<file path="src/pio_pkg.sv">
// =====================================================================
// parallel port constants and types
// =====================================================================
package pio_pkg;

    // port slots: each slot is one separately addressed byte or word
    localparam int            NSLOT      = 11;
    localparam int            SLOT_W     = 16;
    localparam int            NPIN       = NSLOT * SLOT_W;
    localparam logic [3:0]    SLOT_P0L   = 4'h0;
    localparam logic [3:0]    SLOT_P0H   = 4'h1;
    localparam logic [3:0]    SLOT_P1L   = 4'h2;
    localparam logic [3:0]    SLOT_P1H   = 4'h3;
    localparam logic [3:0]    SLOT_P2    = 4'h4;
    localparam logic [3:0]    SLOT_P3    = 4'h5;
    localparam logic [3:0]    SLOT_P4    = 4'h6;
    localparam logic [3:0]    SLOT_P5    = 4'h7;
    localparam logic [3:0]    SLOT_P6    = 4'h8;
    localparam logic [3:0]    SLOT_P7    = 4'h9;
    localparam logic [3:0]    SLOT_P8    = 4'hA;
    localparam logic [3:0]    SLOT_THR   = 4'hB;

    // byte offset = slot * 0x20 + register * 4
    localparam int            ADDR_SLOT_LSB = 5;
    localparam int            ADDR_REG_LSB  = 2;
    localparam logic [2:0]    REG_DATA   = 3'h0;
    localparam logic [2:0]    REG_DIR    = 3'h1;
    localparam logic [2:0]    REG_OD     = 3'h2;
    localparam logic [2:0]    REG_RMW    = 3'h3;
    localparam logic [2:0]    REG_THR    = 3'h0;
    localparam logic [2:0]    REG_XTHR   = 3'h1;

    // line masks
    localparam logic [15:0]   MASK_BYTE  = 16'h00FF;
    localparam logic [15:0]   MASK_WORD  = 16'hFFFF;
    localparam logic [15:0]   MASK_P3    = 16'hBFFF;
    localparam int            P3_GAP_BIT = 14;

    // threshold select field positions
    localparam int            THR_P0L    = 0;
    localparam int            THR_P0H    = 1;
    localparam int            THR_P1L    = 2;
    localparam int            THR_P1H    = 3;
    localparam int            THR_P2     = 4;
    localparam int            THR_P3     = 6;
    localparam int            XTHR_P4    = 0;
    localparam int            XTHR_P5    = 1;
    localparam int            XTHR_P7    = 3;
    localparam int            XTHR_P8    = 4;

    // reset values
    localparam logic [15:0]   LATCH_RST  = 16'h0000;
    localparam logic [15:0]   DIR_RST    = 16'h0000;
    localparam logic [15:0]   OD_RST     = 16'h0000;
    localparam logic [7:0]    THR_RST    = 8'h00;
    localparam logic [4:0]    XTHR_RST   = 5'h00;

    typedef struct packed {
        logic [3:0] slot;
        logic [2:0] regsel;
    } pio_addr_t;

    typedef enum logic [1:0] {
        PIO_ST_IDLE   = 2'b01,
        PIO_ST_RDWAIT = 2'b10
    } pio_bus_st_t;

    // implemented lines of a slot
    function automatic logic [15:0] pio_line_mask(input logic [3:0] s);
        case (s)
            SLOT_P2, SLOT_P5: pio_line_mask = MASK_WORD;
            SLOT_P3:          pio_line_mask = MASK_P3;
            default:          pio_line_mask = (s < SLOT_THR) ? MASK_BYTE : 16'h0000;
        endcase
    endfunction

    // lines that can drive; the analog/input port has no driver
    function automatic logic [15:0] pio_out_mask(input logic [3:0] s);
        pio_out_mask = (s == SLOT_P5) ? 16'h0000 : pio_line_mask(s);
    endfunction

    // slots with open-drain choice
    function automatic logic pio_has_od(input logic [3:0] s);
        case (s)
            SLOT_P2, SLOT_P3, SLOT_P4, SLOT_P6, SLOT_P7, SLOT_P8: pio_has_od = 1'b1;
            default: pio_has_od = 1'b0;
        endcase
    endfunction

endpackage

</file>
<file path="src/pio_sync.sv">
`timescale 1ns/1ps
// =====================================================================
// two-stage pin synchroniser
// =====================================================================
module pio_sync #(
    parameter int W = 8
) (
    input  wire logic         clk_i,
    input  wire logic         nrst_i,
    input  wire logic [W-1:0] d_i,
    output logic      [W-1:0] q_o
);
    logic [W-1:0] meta_reg;
    logic [W-1:0] sync_reg;

    // first stage feeds only the second
    always_ff @(posedge clk_i or negedge nrst_i) begin
        if (!nrst_i) begin
            meta_reg <= '0;
            sync_reg <= '0;
        end else begin
            meta_reg <= d_i;
            sync_reg <= meta_reg;
        end
    end

    assign q_o = sync_reg;
endmodule

</file>
<file path="src/pio_port_top.sv">
`timescale 1ns/1ps
// =====================================================================
// parallel port block with ahb-lite register access
// =====================================================================
// Function
// - every pin is sampled into its input latch each clock, input or output
// - input pin: write loads output latch only; read returns sampled pin
// - input pin: read-modify-write takes sampled pin level as source
// - direction 1 enables driver; write sets latch and pin; read gives latch
// - output pin: read-modify-write takes output latch as source
// - ports 2,3,4,6,7,8 choose push-pull or open-drain per bit
// - threshold select per byte: one bit per byte port and for port 5, two for ports 2,3
// - direction and drive mode work regardless of chosen threshold
// - alternate output drives pin only when direction is output
// - alternate pin value is latch AND alternate data, except pwm outputs and bus-mode pins (plain alternate data)
// - all directions reset to input
// - output-direction pin feeds its latch value to the alternate input
// - bus-mode pins get direction switched by hardware while enabled
// - port 3 has fifteen lines, line fourteen absent
// - port 5 is sixteen input-only lines
// - ports 0 and 1 are two separately addressed byte halves each
// - ports 2,4,6,7,8 give 16,8,8,8,8 bidirectional lines
module pio_port_top #(
    parameter int                       PIN_W    = 16,
    parameter logic [pio_pkg::NPIN-1:0] PWM_MASK = '0
) (
    input  wire logic                       clk_i,
    input  wire logic                       nrst_i,
    input  wire logic                       hsel_i,
    input  wire logic [31:0]                haddr_i,
    input  wire logic [1:0]                 htrans_i,
    input  wire logic                       hwrite_i,
    input  wire logic [2:0]                 hsize_i,
    input  wire logic [31:0]                hwdata_i,
    input  wire logic                       hready_i,
    output logic      [31:0]                hrdata_o,
    output logic                            hreadyout_o,
    output logic                            hresp_o,
    input  wire logic [pio_pkg::NPIN-1:0]   pin_in_i,
    input  wire logic [pio_pkg::NPIN-1:0]   alt_out_i,
    input  wire logic [pio_pkg::NPIN-1:0]   alt_en_i,
    input  wire logic [pio_pkg::NPIN-1:0]   hw_dir_en_i,
    input  wire logic [pio_pkg::NPIN-1:0]   hw_dir_i,
    output logic      [pio_pkg::NPIN-1:0]   pin_out_o,
    output logic      [pio_pkg::NPIN-1:0]   pin_oe_o,
    output logic      [pio_pkg::NPIN-1:0]   alt_in_o,
    output logic      [7:0]                 thr_int_o,
    output logic      [4:0]                 thr_ext_o
);
    localparam int NS = pio_pkg::NSLOT;
    localparam int NP = pio_pkg::NPIN;

    // =================================================================
    // elaboration checks
    // =================================================================
    if (PIN_W != pio_pkg::SLOT_W) begin : g_chk
        $error("pio_port_top: PIN_W must equal the slot width");
    end

    // =================================================================
    // state
    // =================================================================
    pio_pkg::pio_bus_st_t st_reg;
    pio_pkg::pio_addr_t   addr_reg;
    logic                 wr_reg;
    logic                 hready_reg;
    logic [31:0]          hrdata_reg;
    logic [15:0]          latch_reg [NS];
    logic [15:0]          dir_reg   [NS];
    logic [15:0]          od_reg    [NS];
    logic [7:0]           thr_reg;
    logic [4:0]           xthr_reg;
    logic [NP-1:0]        pin_out_reg;
    logic [NP-1:0]        pin_oe_reg;
    logic [NP-1:0]        alt_in_reg;

    logic [NP-1:0]        smp;
    logic [NP-1:0]        dir_eff;
    logic [NP-1:0]        drv_val;
    logic [NP-1:0]        od_flat;
    logic [NP-1:0]        view_flat;
    logic [NP-1:0]        alt_in_next;
    logic [31:0]          rd_next;
    logic                 accept;

    function automatic pio_pkg::pio_addr_t pio_dec(input logic [31:0] a);
        pio_dec.slot   = a[pio_pkg::ADDR_SLOT_LSB +: 4];
        pio_dec.regsel = a[pio_pkg::ADDR_REG_LSB +: 3];
    endfunction

    // =================================================================
    // pin sampling
    // =================================================================
    // pins are asynchronous, so the sample is two flops deep
    pio_sync #(
        .W    (NP)
    ) u_sync (
        .clk_i  (clk_i),
        .nrst_i (nrst_i),
        .d_i    (pin_in_i),
        .q_o    (smp)
    );

    // =================================================================
    // per-line datapath
    // =================================================================
    for (genvar s = 0; s < NS; s++) begin : g_slot
        localparam logic [15:0] LM = pio_pkg::pio_line_mask(4'(s));
        localparam logic [15:0] OM = pio_pkg::pio_out_mask(4'(s));
        for (genvar b = 0; b < 16; b++) begin : g_bit
            localparam int K = s * 16 + b;
            // hardware owns direction of bus-mode lines
            assign dir_eff[K] = (hw_dir_en_i[K] ? hw_dir_i[K] : dir_reg[s][b]) & OM[b];
            // alternate data ANDed with latch unless pwm line or bus-mode line
            assign drv_val[K] = hw_dir_en_i[K] ? alt_out_i[K] :
                                alt_en_i[K] ? (PWM_MASK[K] ? alt_out_i[K]
                                               : (latch_reg[s][b] & alt_out_i[K]))
                                : latch_reg[s][b];
            assign od_flat[K]    = od_reg[s][b];
            // output line reads latch, input line reads pin
            assign view_flat[K]  = (dir_eff[K] ? latch_reg[s][b] : smp[K]) & LM[b];
            // self-trigger path: output line loops latch to the alternate input
            assign alt_in_next[K] = (dir_eff[K] ? latch_reg[s][b] : smp[K]) & LM[b];
        end
    end

    // =================================================================
    // ahb-lite slave control
    // =================================================================
    assign accept = hsel_i & htrans_i[1] & hready_i;

    // reads take one wait state so a write just before is seen
    always_ff @(posedge clk_i or negedge nrst_i) begin
        if (!nrst_i) begin
            st_reg     <= pio_pkg::PIO_ST_IDLE;
            hready_reg <= 1'b1;
            wr_reg     <= 1'b0;
            addr_reg   <= '0;
        end else begin
            case (st_reg)
                pio_pkg::PIO_ST_IDLE: begin
                    wr_reg <= accept & hwrite_i;
                    if (accept) begin
                        addr_reg <= pio_dec(haddr_i);
                    end
                    if (accept && !hwrite_i) begin
                        st_reg     <= pio_pkg::PIO_ST_RDWAIT;
                        hready_reg <= 1'b0;
                    end
                end
                pio_pkg::PIO_ST_RDWAIT: begin
                    wr_reg     <= 1'b0;
                    st_reg     <= pio_pkg::PIO_ST_IDLE;
                    hready_reg <= 1'b1;
                end
                default: begin
                    wr_reg     <= 1'b0;
                    st_reg     <= pio_pkg::PIO_ST_IDLE;
                    hready_reg <= 1'b1;
                end
            endcase
        end
    end

    // read mux; unmapped addresses read zero
    always_comb begin
        rd_next = 32'h0000_0000;
        if (addr_reg.slot == pio_pkg::SLOT_THR) begin
            if (addr_reg.regsel == pio_pkg::REG_THR) begin
                rd_next = {24'h00_0000, thr_reg};
            end else if (addr_reg.regsel == pio_pkg::REG_XTHR) begin
                rd_next = {27'h000_0000, xthr_reg};
            end
        end else if (addr_reg.slot < pio_pkg::SLOT_THR) begin
            case (addr_reg.regsel)
                pio_pkg::REG_DATA: rd_next = {16'h0000, view_flat[int'(addr_reg.slot) * 16 +: 16]};
                pio_pkg::REG_DIR:  rd_next = {16'h0000, dir_reg[addr_reg.slot]};
                pio_pkg::REG_OD:   rd_next = {16'h0000, od_reg[addr_reg.slot]};
                default:           rd_next = 32'h0000_0000;
            endcase
        end
    end

    // read data captured at the end of the wait state
    always_ff @(posedge clk_i or negedge nrst_i) begin
        if (!nrst_i) begin
            hrdata_reg <= 32'h0000_0000;
        end else if (st_reg == pio_pkg::PIO_ST_RDWAIT) begin
            hrdata_reg <= rd_next;
        end
    end

    // =================================================================
    // port registers
    // =================================================================
    // output latch: plain write or hardware read-modify-write
    always_ff @(posedge clk_i or negedge nrst_i) begin
        if (!nrst_i) begin
            for (int s = 0; s < NS; s++) begin
                latch_reg[s] <= pio_pkg::LATCH_RST;
            end
        end else if (wr_reg) begin
            for (int s = 0; s < NS; s++) begin
                if (addr_reg.slot == 4'(s)) begin
                    if (addr_reg.regsel == pio_pkg::REG_DATA) begin
                        latch_reg[s] <= hwdata_i[15:0] & pio_pkg::pio_out_mask(4'(s));
                    end else if (addr_reg.regsel == pio_pkg::REG_RMW) begin
                        // source is pin for inputs, latch for outputs
                        latch_reg[s] <= ((view_flat[s * 16 +: 16] & ~hwdata_i[31:16])
                                         | (hwdata_i[15:0] & hwdata_i[31:16]))
                                        & pio_pkg::pio_out_mask(4'(s));
                    end
                end
            end
        end
    end

    // direction: input after reset, no driver on input-only port
    always_ff @(posedge clk_i or negedge nrst_i) begin
        if (!nrst_i) begin
            for (int s = 0; s < NS; s++) begin
                dir_reg[s] <= pio_pkg::DIR_RST;
            end
        end else if (wr_reg && addr_reg.regsel == pio_pkg::REG_DIR) begin
            for (int s = 0; s < NS; s++) begin
                if (addr_reg.slot == 4'(s)) begin
                    dir_reg[s] <= hwdata_i[15:0] & pio_pkg::pio_out_mask(4'(s));
                end
            end
        end
    end

    // open-drain select only on ports that have it
    always_ff @(posedge clk_i or negedge nrst_i) begin
        if (!nrst_i) begin
            for (int s = 0; s < NS; s++) begin
                od_reg[s] <= pio_pkg::OD_RST;
            end
        end else if (wr_reg && addr_reg.regsel == pio_pkg::REG_OD) begin
            for (int s = 0; s < NS; s++) begin
                if (addr_reg.slot == 4'(s) && pio_pkg::pio_has_od(4'(s))) begin
                    od_reg[s] <= hwdata_i[15:0] & pio_pkg::pio_out_mask(4'(s));
                end
            end
        end
    end

    // threshold selects only reach the pad comparators and the read mux
    always_ff @(posedge clk_i or negedge nrst_i) begin
        if (!nrst_i) begin
            thr_reg  <= pio_pkg::THR_RST;
            xthr_reg <= pio_pkg::XTHR_RST;
        end else if (wr_reg && addr_reg.slot == pio_pkg::SLOT_THR) begin
            if (addr_reg.regsel == pio_pkg::REG_THR) begin
                thr_reg <= hwdata_i[7:0];
            end else if (addr_reg.regsel == pio_pkg::REG_XTHR) begin
                xthr_reg <= hwdata_i[4:0];
            end
        end
    end

    // =================================================================
    // pin drivers
    // =================================================================
    // open drain only pulls low; driver enabled only for output direction
    always_ff @(posedge clk_i or negedge nrst_i) begin
        if (!nrst_i) begin
            pin_out_reg <= '0;
            pin_oe_reg  <= '0;
            alt_in_reg  <= '0;
        end else begin
            pin_oe_reg  <= dir_eff & (~od_flat | ~drv_val);
            pin_out_reg <= drv_val & ~od_flat;
            alt_in_reg  <= alt_in_next;
        end
    end

    assign hrdata_o    = hrdata_reg;
    assign hreadyout_o = hready_reg;
    assign hresp_o     = 1'b0;
    assign pin_out_o   = pin_out_reg;
    assign pin_oe_o    = pin_oe_reg;
    assign alt_in_o    = alt_in_reg;
    assign thr_int_o   = thr_reg;
    assign thr_ext_o   = xthr_reg;

    // =================================================================
    // assertions
    // =================================================================
    localparam int P2B = 4 * 16;
    localparam int P3B = 5 * 16;
    localparam int P5B = 7 * 16;
    localparam int P4B = 6 * 16;

    AST_SAMPLE_EACH_CLOCK: assert property (@(posedge clk_i) disable iff (!nrst_i)
        $past(nrst_i, 3) |-> smp == $past(pin_in_i, 2))
        else $error("pin sample not two clocks behind the pin");
    AST_OE_NEEDS_DIR: assert property (@(posedge clk_i) disable iff (!nrst_i)
        (pin_oe_o & ~$past(dir_eff)) == '0)
        else $error("pin driven without output direction");
    AST_P5_NO_DRIVER: assert property (@(posedge clk_i) disable iff (!nrst_i)
        pin_oe_o[P5B +: 16] == 16'h0000 && dir_reg[pio_pkg::SLOT_P5] == 16'h0000)
        else $error("input-only port drives");
    AST_P3_GAP: assert property (@(posedge clk_i) disable iff (!nrst_i)
        !pin_oe_o[P3B + pio_pkg::P3_GAP_BIT] && !latch_reg[pio_pkg::SLOT_P3][pio_pkg::P3_GAP_BIT])
        else $error("absent port 3 line is active");
    AST_DATA_WRITE: assert property (@(posedge clk_i) disable iff (!nrst_i)
        (wr_reg && addr_reg.slot == pio_pkg::SLOT_P2 && addr_reg.regsel == pio_pkg::REG_DATA)
        |=> latch_reg[pio_pkg::SLOT_P2] == $past(hwdata_i[15:0]))
        else $error("port 2 latch missed a write");
    AST_RMW_SOURCE: assert property (@(posedge clk_i) disable iff (!nrst_i)
        (wr_reg && addr_reg.slot == pio_pkg::SLOT_P2 && addr_reg.regsel == pio_pkg::REG_RMW)
        |=> latch_reg[pio_pkg::SLOT_P2] ==
            (($past(view_flat[P2B +: 16]) & ~$past(hwdata_i[31:16]))
             | ($past(hwdata_i[15:0]) & $past(hwdata_i[31:16]))))
        else $error("read-modify-write used the wrong source");

    AST_READ_WAIT: assert property (@(posedge clk_i) disable iff (!nrst_i)
        (accept && !hwrite_i && hready_reg) |=> !hreadyout_o ##1 hreadyout_o)
        else $error("read did not take exactly one wait state");

    AST_ALT_AND: assert property (@(posedge clk_i) disable iff (!nrst_i)
        ($past(alt_en_i[P4B + 4]) && !PWM_MASK[P4B + 4] && !$past(hw_dir_en_i[P4B + 4])
         && !$past(latch_reg[pio_pkg::SLOT_P4][4])) |-> !pin_out_o[P4B + 4])
        else $error("alternate output not gated by latch");

    AST_ALT_IN_LOOP: assert property (@(posedge clk_i) disable iff (!nrst_i)
        $past(dir_eff[P2B]) |-> alt_in_o[P2B] == $past(latch_reg[pio_pkg::SLOT_P2][0]))
        else $error("alternate input not fed from latch");

    AST_THR_WRITE: assert property (@(posedge clk_i) disable iff (!nrst_i)
        (wr_reg && addr_reg.slot == pio_pkg::SLOT_THR && addr_reg.regsel == pio_pkg::REG_THR)
        |=> thr_int_o == $past(hwdata_i[7:0]))
        else $error("threshold select missed a write");
endmodule

</file>
<file path="config.mk">
export PLATFORM = sky130hd
export DESIGN_NAME = pio_port_top
export DESIGN_NICKNAME = d
export VERILOG_FILES = /design/src/pio_pkg.sv /design/src/pio_sync.sv /design/src/pio_port_top.sv
export SDC_FILE = /design/constraint.sdc
export NUM_CORES = 1
export LEC_CHECK = 0
export ABC_AREA = 1
export BUFFER_PORTS_ARGS = -buffer_cell sky130_fd_sc_hd__buf_4
export CAP_MARGIN = 20
export CELL_PAD_IN_SITES_DETAIL_PLACEMENT = 1
export CELL_PAD_IN_SITES_GLOBAL_PLACEMENT = 2
export CORE_AREA = 2 2 604 606
export CTS_CLUSTER_DIAMETER = 80
export CTS_CLUSTER_SIZE = 24
export DETAILED_ROUTE_END_ITERATION = 10
export DIE_AREA = 0 0 606 608
export PLACE_DENSITY_LB_ADDON = 0.05
export SYNTH_ARGS = -nofsm -noshare
export SYNTH_HDL_FRONTEND = slang
export SYNTH_SLANG_ARGS = --single-unit
</file>
<file path="constraint.sdc">
create_clock -name clk_i -period 2.1 [get_ports clk_i]
set_input_delay 0.315 -clock clk_i [delete_from_list [all_inputs] [get_ports clk_i]]
set_output_delay 0.315 -clock clk_i [all_outputs]
set_load 0.1 [all_outputs]
</file>
# Word level (Yosys, flattened, before mapping)
# Index checks and enable logic that the tools add are counted.
dict set report word_totals {
  reg_bits 1351
  input_bits 954
  output_inout_bits 575
  word_cells 1035
}
dict set report op_classes {
  order_cmp 2
  eq_ne 17
  shift 1
  n_mux 671
  bitwise_logic 248
  n_reduce_logical 52
}
# op count
set op_table {}
lappend op_table {{16-bit two-way mux} 115}
lappend op_table {{16-bit AND} 43}
lappend op_table {{1-bit two-way mux} 547}
lappend op_table {{176-bit inverter} 2}
lappend op_table {{1-bit AND} 179}
lappend op_table {{168-bit by 176-bit AND with 176-bit output} 1}
lappend op_table {{176-bit AND} 1}
lappend op_table {{176-bit bitwise OR} 1}
lappend op_table {{176-bit by 9-bit indexed part select with 16-bit output} 1}
lappend op_table {{16-bit bitwise OR} 10}
lappend op_table {{8-bit by 16-bit AND with 16-bit output} 8}
lappend op_table {{16-bit binary-select mux with 4-bit select} 2}
lappend op_table {{32-bit two-way mux} 3}
lappend op_table {{16-bit one-hot mux with 3 select lines} 1}
lappend op_table {{2-bit AND reduction} 22}
lappend op_table {{3-bit AND reduction} 12}
lappend op_table {{4-bit by 3-bit equality test with 1-bit output (second input constant)} 4}
lappend op_table {{4-bit equality test (second input constant)} 4}
lappend op_table {{16-bit inverter} 1}
lappend op_table {{1-bit logical AND} 14}
lappend op_table {{4-bit by 2-bit equality test with 1-bit output (second input constant)} 2}
lappend op_table {{3-bit by 2-bit equality test with 1-bit output (second input constant)} 2}
lappend op_table {{5-bit >= comparator (second input constant)} 1}
lappend op_table {{5-bit two-way mux} 1}
lappend op_table {{other kinds (13)} 14}

# Longest topological paths before layout
dict set report depth {
  depth_word 8
  depth_mapped 14
  mapped_depth_nobuf 13
}

# Modules after synthesis
# A second synthesis with hierarchy kept.
dict set report unflattened {
  hier_cells 3880
  hier_area_um2 38808.5
}
# module n_inst cells_each area_each_um2 seq_area_each_um2
set by_module_without_submodules {}
lappend by_module_without_submodules {pio_port_top 1 3528 30000.0 16867.4}
lappend by_module_without_submodules {pio_sync 1 352 8808.4 8808.4}

# Worst setup path before layout
# No wires, ideal clock.
dict set report synth_timing {
  path_kind {register -> register}
  startpoint {register st_reg[0]}
  endpoint {register addr_reg[5] in the netlist's numbering}
  setup_time_ns 0.136
  arrival_time_ns 1.620
  t_required_ns 1.964
  slack_ns 0.343
  path_stages_with_launch 7
  period_less_slack_ns 1.757
  cell_sequence {dfstp_2 inv_1 nor2_1 nand4_1 inv_1 clkbuf_1 o21ai_0}
}
dict set report synth_between {
  elab_chain_len 2
}
# item line
set synth_lines {}
lappend synth_lines {{start: declaration} pio_port_top.sv:63} ;# pio_pkg::pio_bus_st_t st_reg;
lappend synth_lines {{start signal: assignment} pio_port_top.sv:135} ;# st_reg <= pio_pkg::PIO_ST_IDLE;
lappend synth_lines {{start signal: assignment} pio_port_top.sv:147} ;# st_reg <= pio_pkg::PIO_ST_RDWAIT;
lappend synth_lines {{start signal: assignment} pio_port_top.sv:153} ;# st_reg <= pio_pkg::PIO_ST_IDLE;
lappend synth_lines {{2-bit by 1-bit equality test with 1-bit output} pio_port_top.sv:140} ;# case (st_reg)
lappend synth_lines {{2-bit AND reduction (no source line)} n/a}
lappend synth_lines {{end signal: assignment} pio_port_top.sv:144} ;# addr_reg <= pio_dec(haddr_i);
lappend synth_lines {{end: declaration} pio_port_top.sv:64} ;# pio_pkg::pio_addr_t addr_reg;
# Every way passes these cells.
# A chain may end at the register's enable or synchronous reset.

# Final worst setup path
dict set report layout_timing {
  startpoint {register addr_reg[3] in the netlist's numbering}
  endpoint {register hrdata_reg[5], in the netlist hrdata_o[5]}
}
dict set report layout_between {
  elab_chain_len 7
}
# item line
set layout_lines {}
lappend layout_lines {{branches (longest 6 deep; another with 176-bit by 9-bit indexed part select with 16-bit output)} n/a}
lappend layout_lines {{32-bit two-way mux (*)} pio_port_top.sv:168} ;# if (addr_reg.slot == pio_pkg::SLOT_THR) begin
lappend layout_lines {{end signal: assignment} pio_port_top.sv:189} ;# hrdata_reg <= rd_next;
lappend layout_lines {{end: declaration} pio_port_top.sv:67} ;# logic [31:0] hrdata_reg;
# Mark *: on every way between the ends. The select of a mux whose other input is x is not followed.

==> flow_summary.ini <==
[clocking]
h-tree-depth = 4
cts.clk_slew.worst_paths_ps = 50
cts_tree = built
cts_sinks = 896
root_buffer = clkbuf_16
clock_latency_ps = 850
clockBufferDepth = 4
cts_buffers = 137

[status]
outcome = finished with violations
violations = hold timing, setup timing

[worst_setup_path]
timing.rr.end = hrdata_o[5]$_DFFE_PN0N_
worstSetupEndpoint = hrdata_o[5]$_DFFE_PN0N_
r2r_cells = 14
reg2reg_slack_ps = -40
endpoint_kind = flip-flop
cp_max_fo = 6
required_ps = 2770
crit_arrival_ps = 2810
crit_start = addr_reg[3]$_DFFE_PN0P_
critical_path_class = flip-flop to flip-flop
start_kind = flip-flop
r2r_start = addr_reg[3]$_DFFE_PN0P_

[placed_design]
finalWeightedCongestion = 0.729
port_buffers = 1109
post-place-cells = 9900
dp_hpwl_microns = 226000
dp_slack_ps = -739

[power_and_ir_drop]
fin_total_pwr_uw = 63700
switching_share_pct = 40.0
power.density_nw_per_um2 = 958
pwr-share-clk_pct = 38.8
power_leakage_uw = 0.0317
comb_power_share_pct = 30.3
p_int_uw = 38300
ir_drop_mv = 0.464
p_switching_uw = 25500
pwr-share-seq_pct = 30.9

[min_path]
hold_path.class = input port to flip-flop

[synthesis]
synth_top_flop_cell = dfrtp_1
yosysMostFrequentCell = nand2_1
synth_top_area_cell = dfrtp_1
syn_area_sq_um = 35600
synth_top_area_share_pct = 62.9
yosys_warnings = 0
synth_cell_type_count = 38
async_reset_ff_share_pct = 100
synth-edff-count = 0
synth-seq-cells = 896
synthTopCellsByArea = dfrtp_1, nand2_1, o21ai_0, inv_1, buf_4
syn_avg_cell_area_sq_um = 9.53
synth_common_cells = nand2_1, dfrtp_1, o21ai_0
synth-seq-area-share_pct = 62.9
synthCells = 3739

[grt]
antenna_found_initial = 102
grt_pass1_wl_microns = 365000
grt_usage_pct = 14.8
grt.overflow.total = 0
grt_pass1_vias = 39687
grt_start_max_net_pins = 60

[timing]
finalHoldViolCount = 1
tightest_slew_ps = 696
slew_headroom_pct = 53.1
postLayoutSetupSlackWorst_ps = -41.9
rsz0062_at_grt = true
slew_violations = 0
timing.hold.ws_ps = -14.9
setup_viol = 1
fin_crit_sh_pct = 102
fmax_mhz = 467
min_period_ps = 2140
fin_skew_ps = 67.2

[floorplan]
dieArea_sq_um = 368000
core_region_area_sq_um = 362000
die_h_microns = 608
io_pins = 1529
rows = 221
start_util_pct = 9.85
die_w_microns = 606

[finish]
drive_above_1_share_pct = 30.6
syn2layout_area_growth_pct = 86.7
fillers = 41930
final_core_util_pct = 18.4
final_cells = 11045
largest_reg_flops = 176
nNetsFinal = 7067
regArea_sq_um = 22400
multi_input_area_sq_um = 11000

[drt]
ant_nets = 0
dr.pass1.iters = 5
drc = 0
routed_wl_microns = 278000
wl_per_cell_microns = 25.1
dr.first_iter.drc_count = 1314
routed_via_density = 3.21
dr_total_vias = 35413

[flow_run]
maxCapViolations = 0
[worst max-delay path: stages (launching register included)]
cell and delay (ps):
dfrtp_2 460, buf_6 150, nand2_8 100, clkinv_8 60, buf_12 130, buf_8 130
nand2_2 50, nand4_1 160, nand2_2 210, buf_12 140, nand2_4 50, a21oi_2 110
nand2_1 80, nand2_2 90, nand2_1 60
[cells in the final DEF (no fill, tap or decap), types with 17 or more instances in the layout]
master,Yosys,layout
nor2_4,11,17
buf_12,0,74
dlygate4sd3_1,0,830
nand2_2,6,39
o21ai_0,445,396
conb_1,1,163
o211ai_1,83,83
nand2_1,968,927
dfrtp_1,895,888
o21ai_2,0,18
nor2_1,246,233
nand3_1,168,158
clkinvlp_4,0,20
buf_4,176,1386
inv_6,1,30
o21ai_1,11,35
a21oi_1,57,48
inv_1,426,414
buf_6,2,28
diode_2,0,33
clkbuf_16,0,140
o22ai_1,85,84
[cell type report]
class                      instances  share of cell area (%)
tap                             4794                    9.02
antenna                           33                   0.124
clock inverter                    89                    1.54
timing repair buffer            2332                    31.2
multi-input combinational       2311                    16.5
clock buffer                     155                    5.44
sequential                       896                    33.7
inverter                         435                    2.51
[worst min path at each step]
stage	startpoint	cells past startpoint	to	slack (ps)
4_1_cts	nrst_i	2	u_sync.q_o[145]$_DFF_PN0_	5
3_3_place_gp	nrst_i	1	pin_oe_o[145]$_DFF_PN0_	320
3_5_place_dp	nrst_i	1	pin_oe_o[145]$_DFF_PN0_	320
5_1_grt	hw_dir_en_i[93]	3	alt_in_o[93]$_DFF_PN0_	10
2_1_floorplan	nrst_i	0	addr_reg[0]$_DFFE_PN0P_	20
6_report	hready_i	4	wr_reg$_DFF_PN0_	-10
[layer usage]
metal  vias to the layer above  routed length, microns  GRT usage (%)
met4                        32                    8080           4.08
met5                         -                     191              0
met3                       341                   16400           3.63
met1                     17400                  113000           17.4
met2                      1085                  140000           26.5
li1                      16555                       -              -
[metrics by stage]
stage / instance area (sq um) / TNS (ps)
floorplan: 36200 / 0
global placement: 52500 / -8790
detailed placement: 52500 / -9810
CTS: 66000 / -473
global route: 66500 / -651
finish: 66500 / -41.9
[power groups by stage]
stage	Combinational (uW)	Sequential, uW	Clock (uW)
CTS	19700	19800	26200
global placement	17800	20100	0
finish	19300	19700	24800
global route	20600	19900	26700
floorplan	4430	24800	0
detailed placement	17700	20100	0
[kinds of logic after synthesis]
logic type	after synthesis	share of synthesized area, %
AOI/OAI and AO/OA	709	11.1
buffers and inverters	694	9.34
DFF	896	62.9
other	1	0.0105
and+or+nand+nor	1439	16.6
[what timing repair did]
| item | 4_1_cts | 5_1_grt |
|---|---|---|
| gates resized for setup | 124 | 121 |
| gates cloned | 0 | 1 |
| buffers inserted | 19 | 17 |
| endpoints found under the hold margin | 910 | 6 |
| pin swaps | 17 | 48 |
| setup endpoints to repair | 71 | 124 |
| hold buffers | 835 | 5 |
Note: power is estimated with default switching activity, not from simulation.
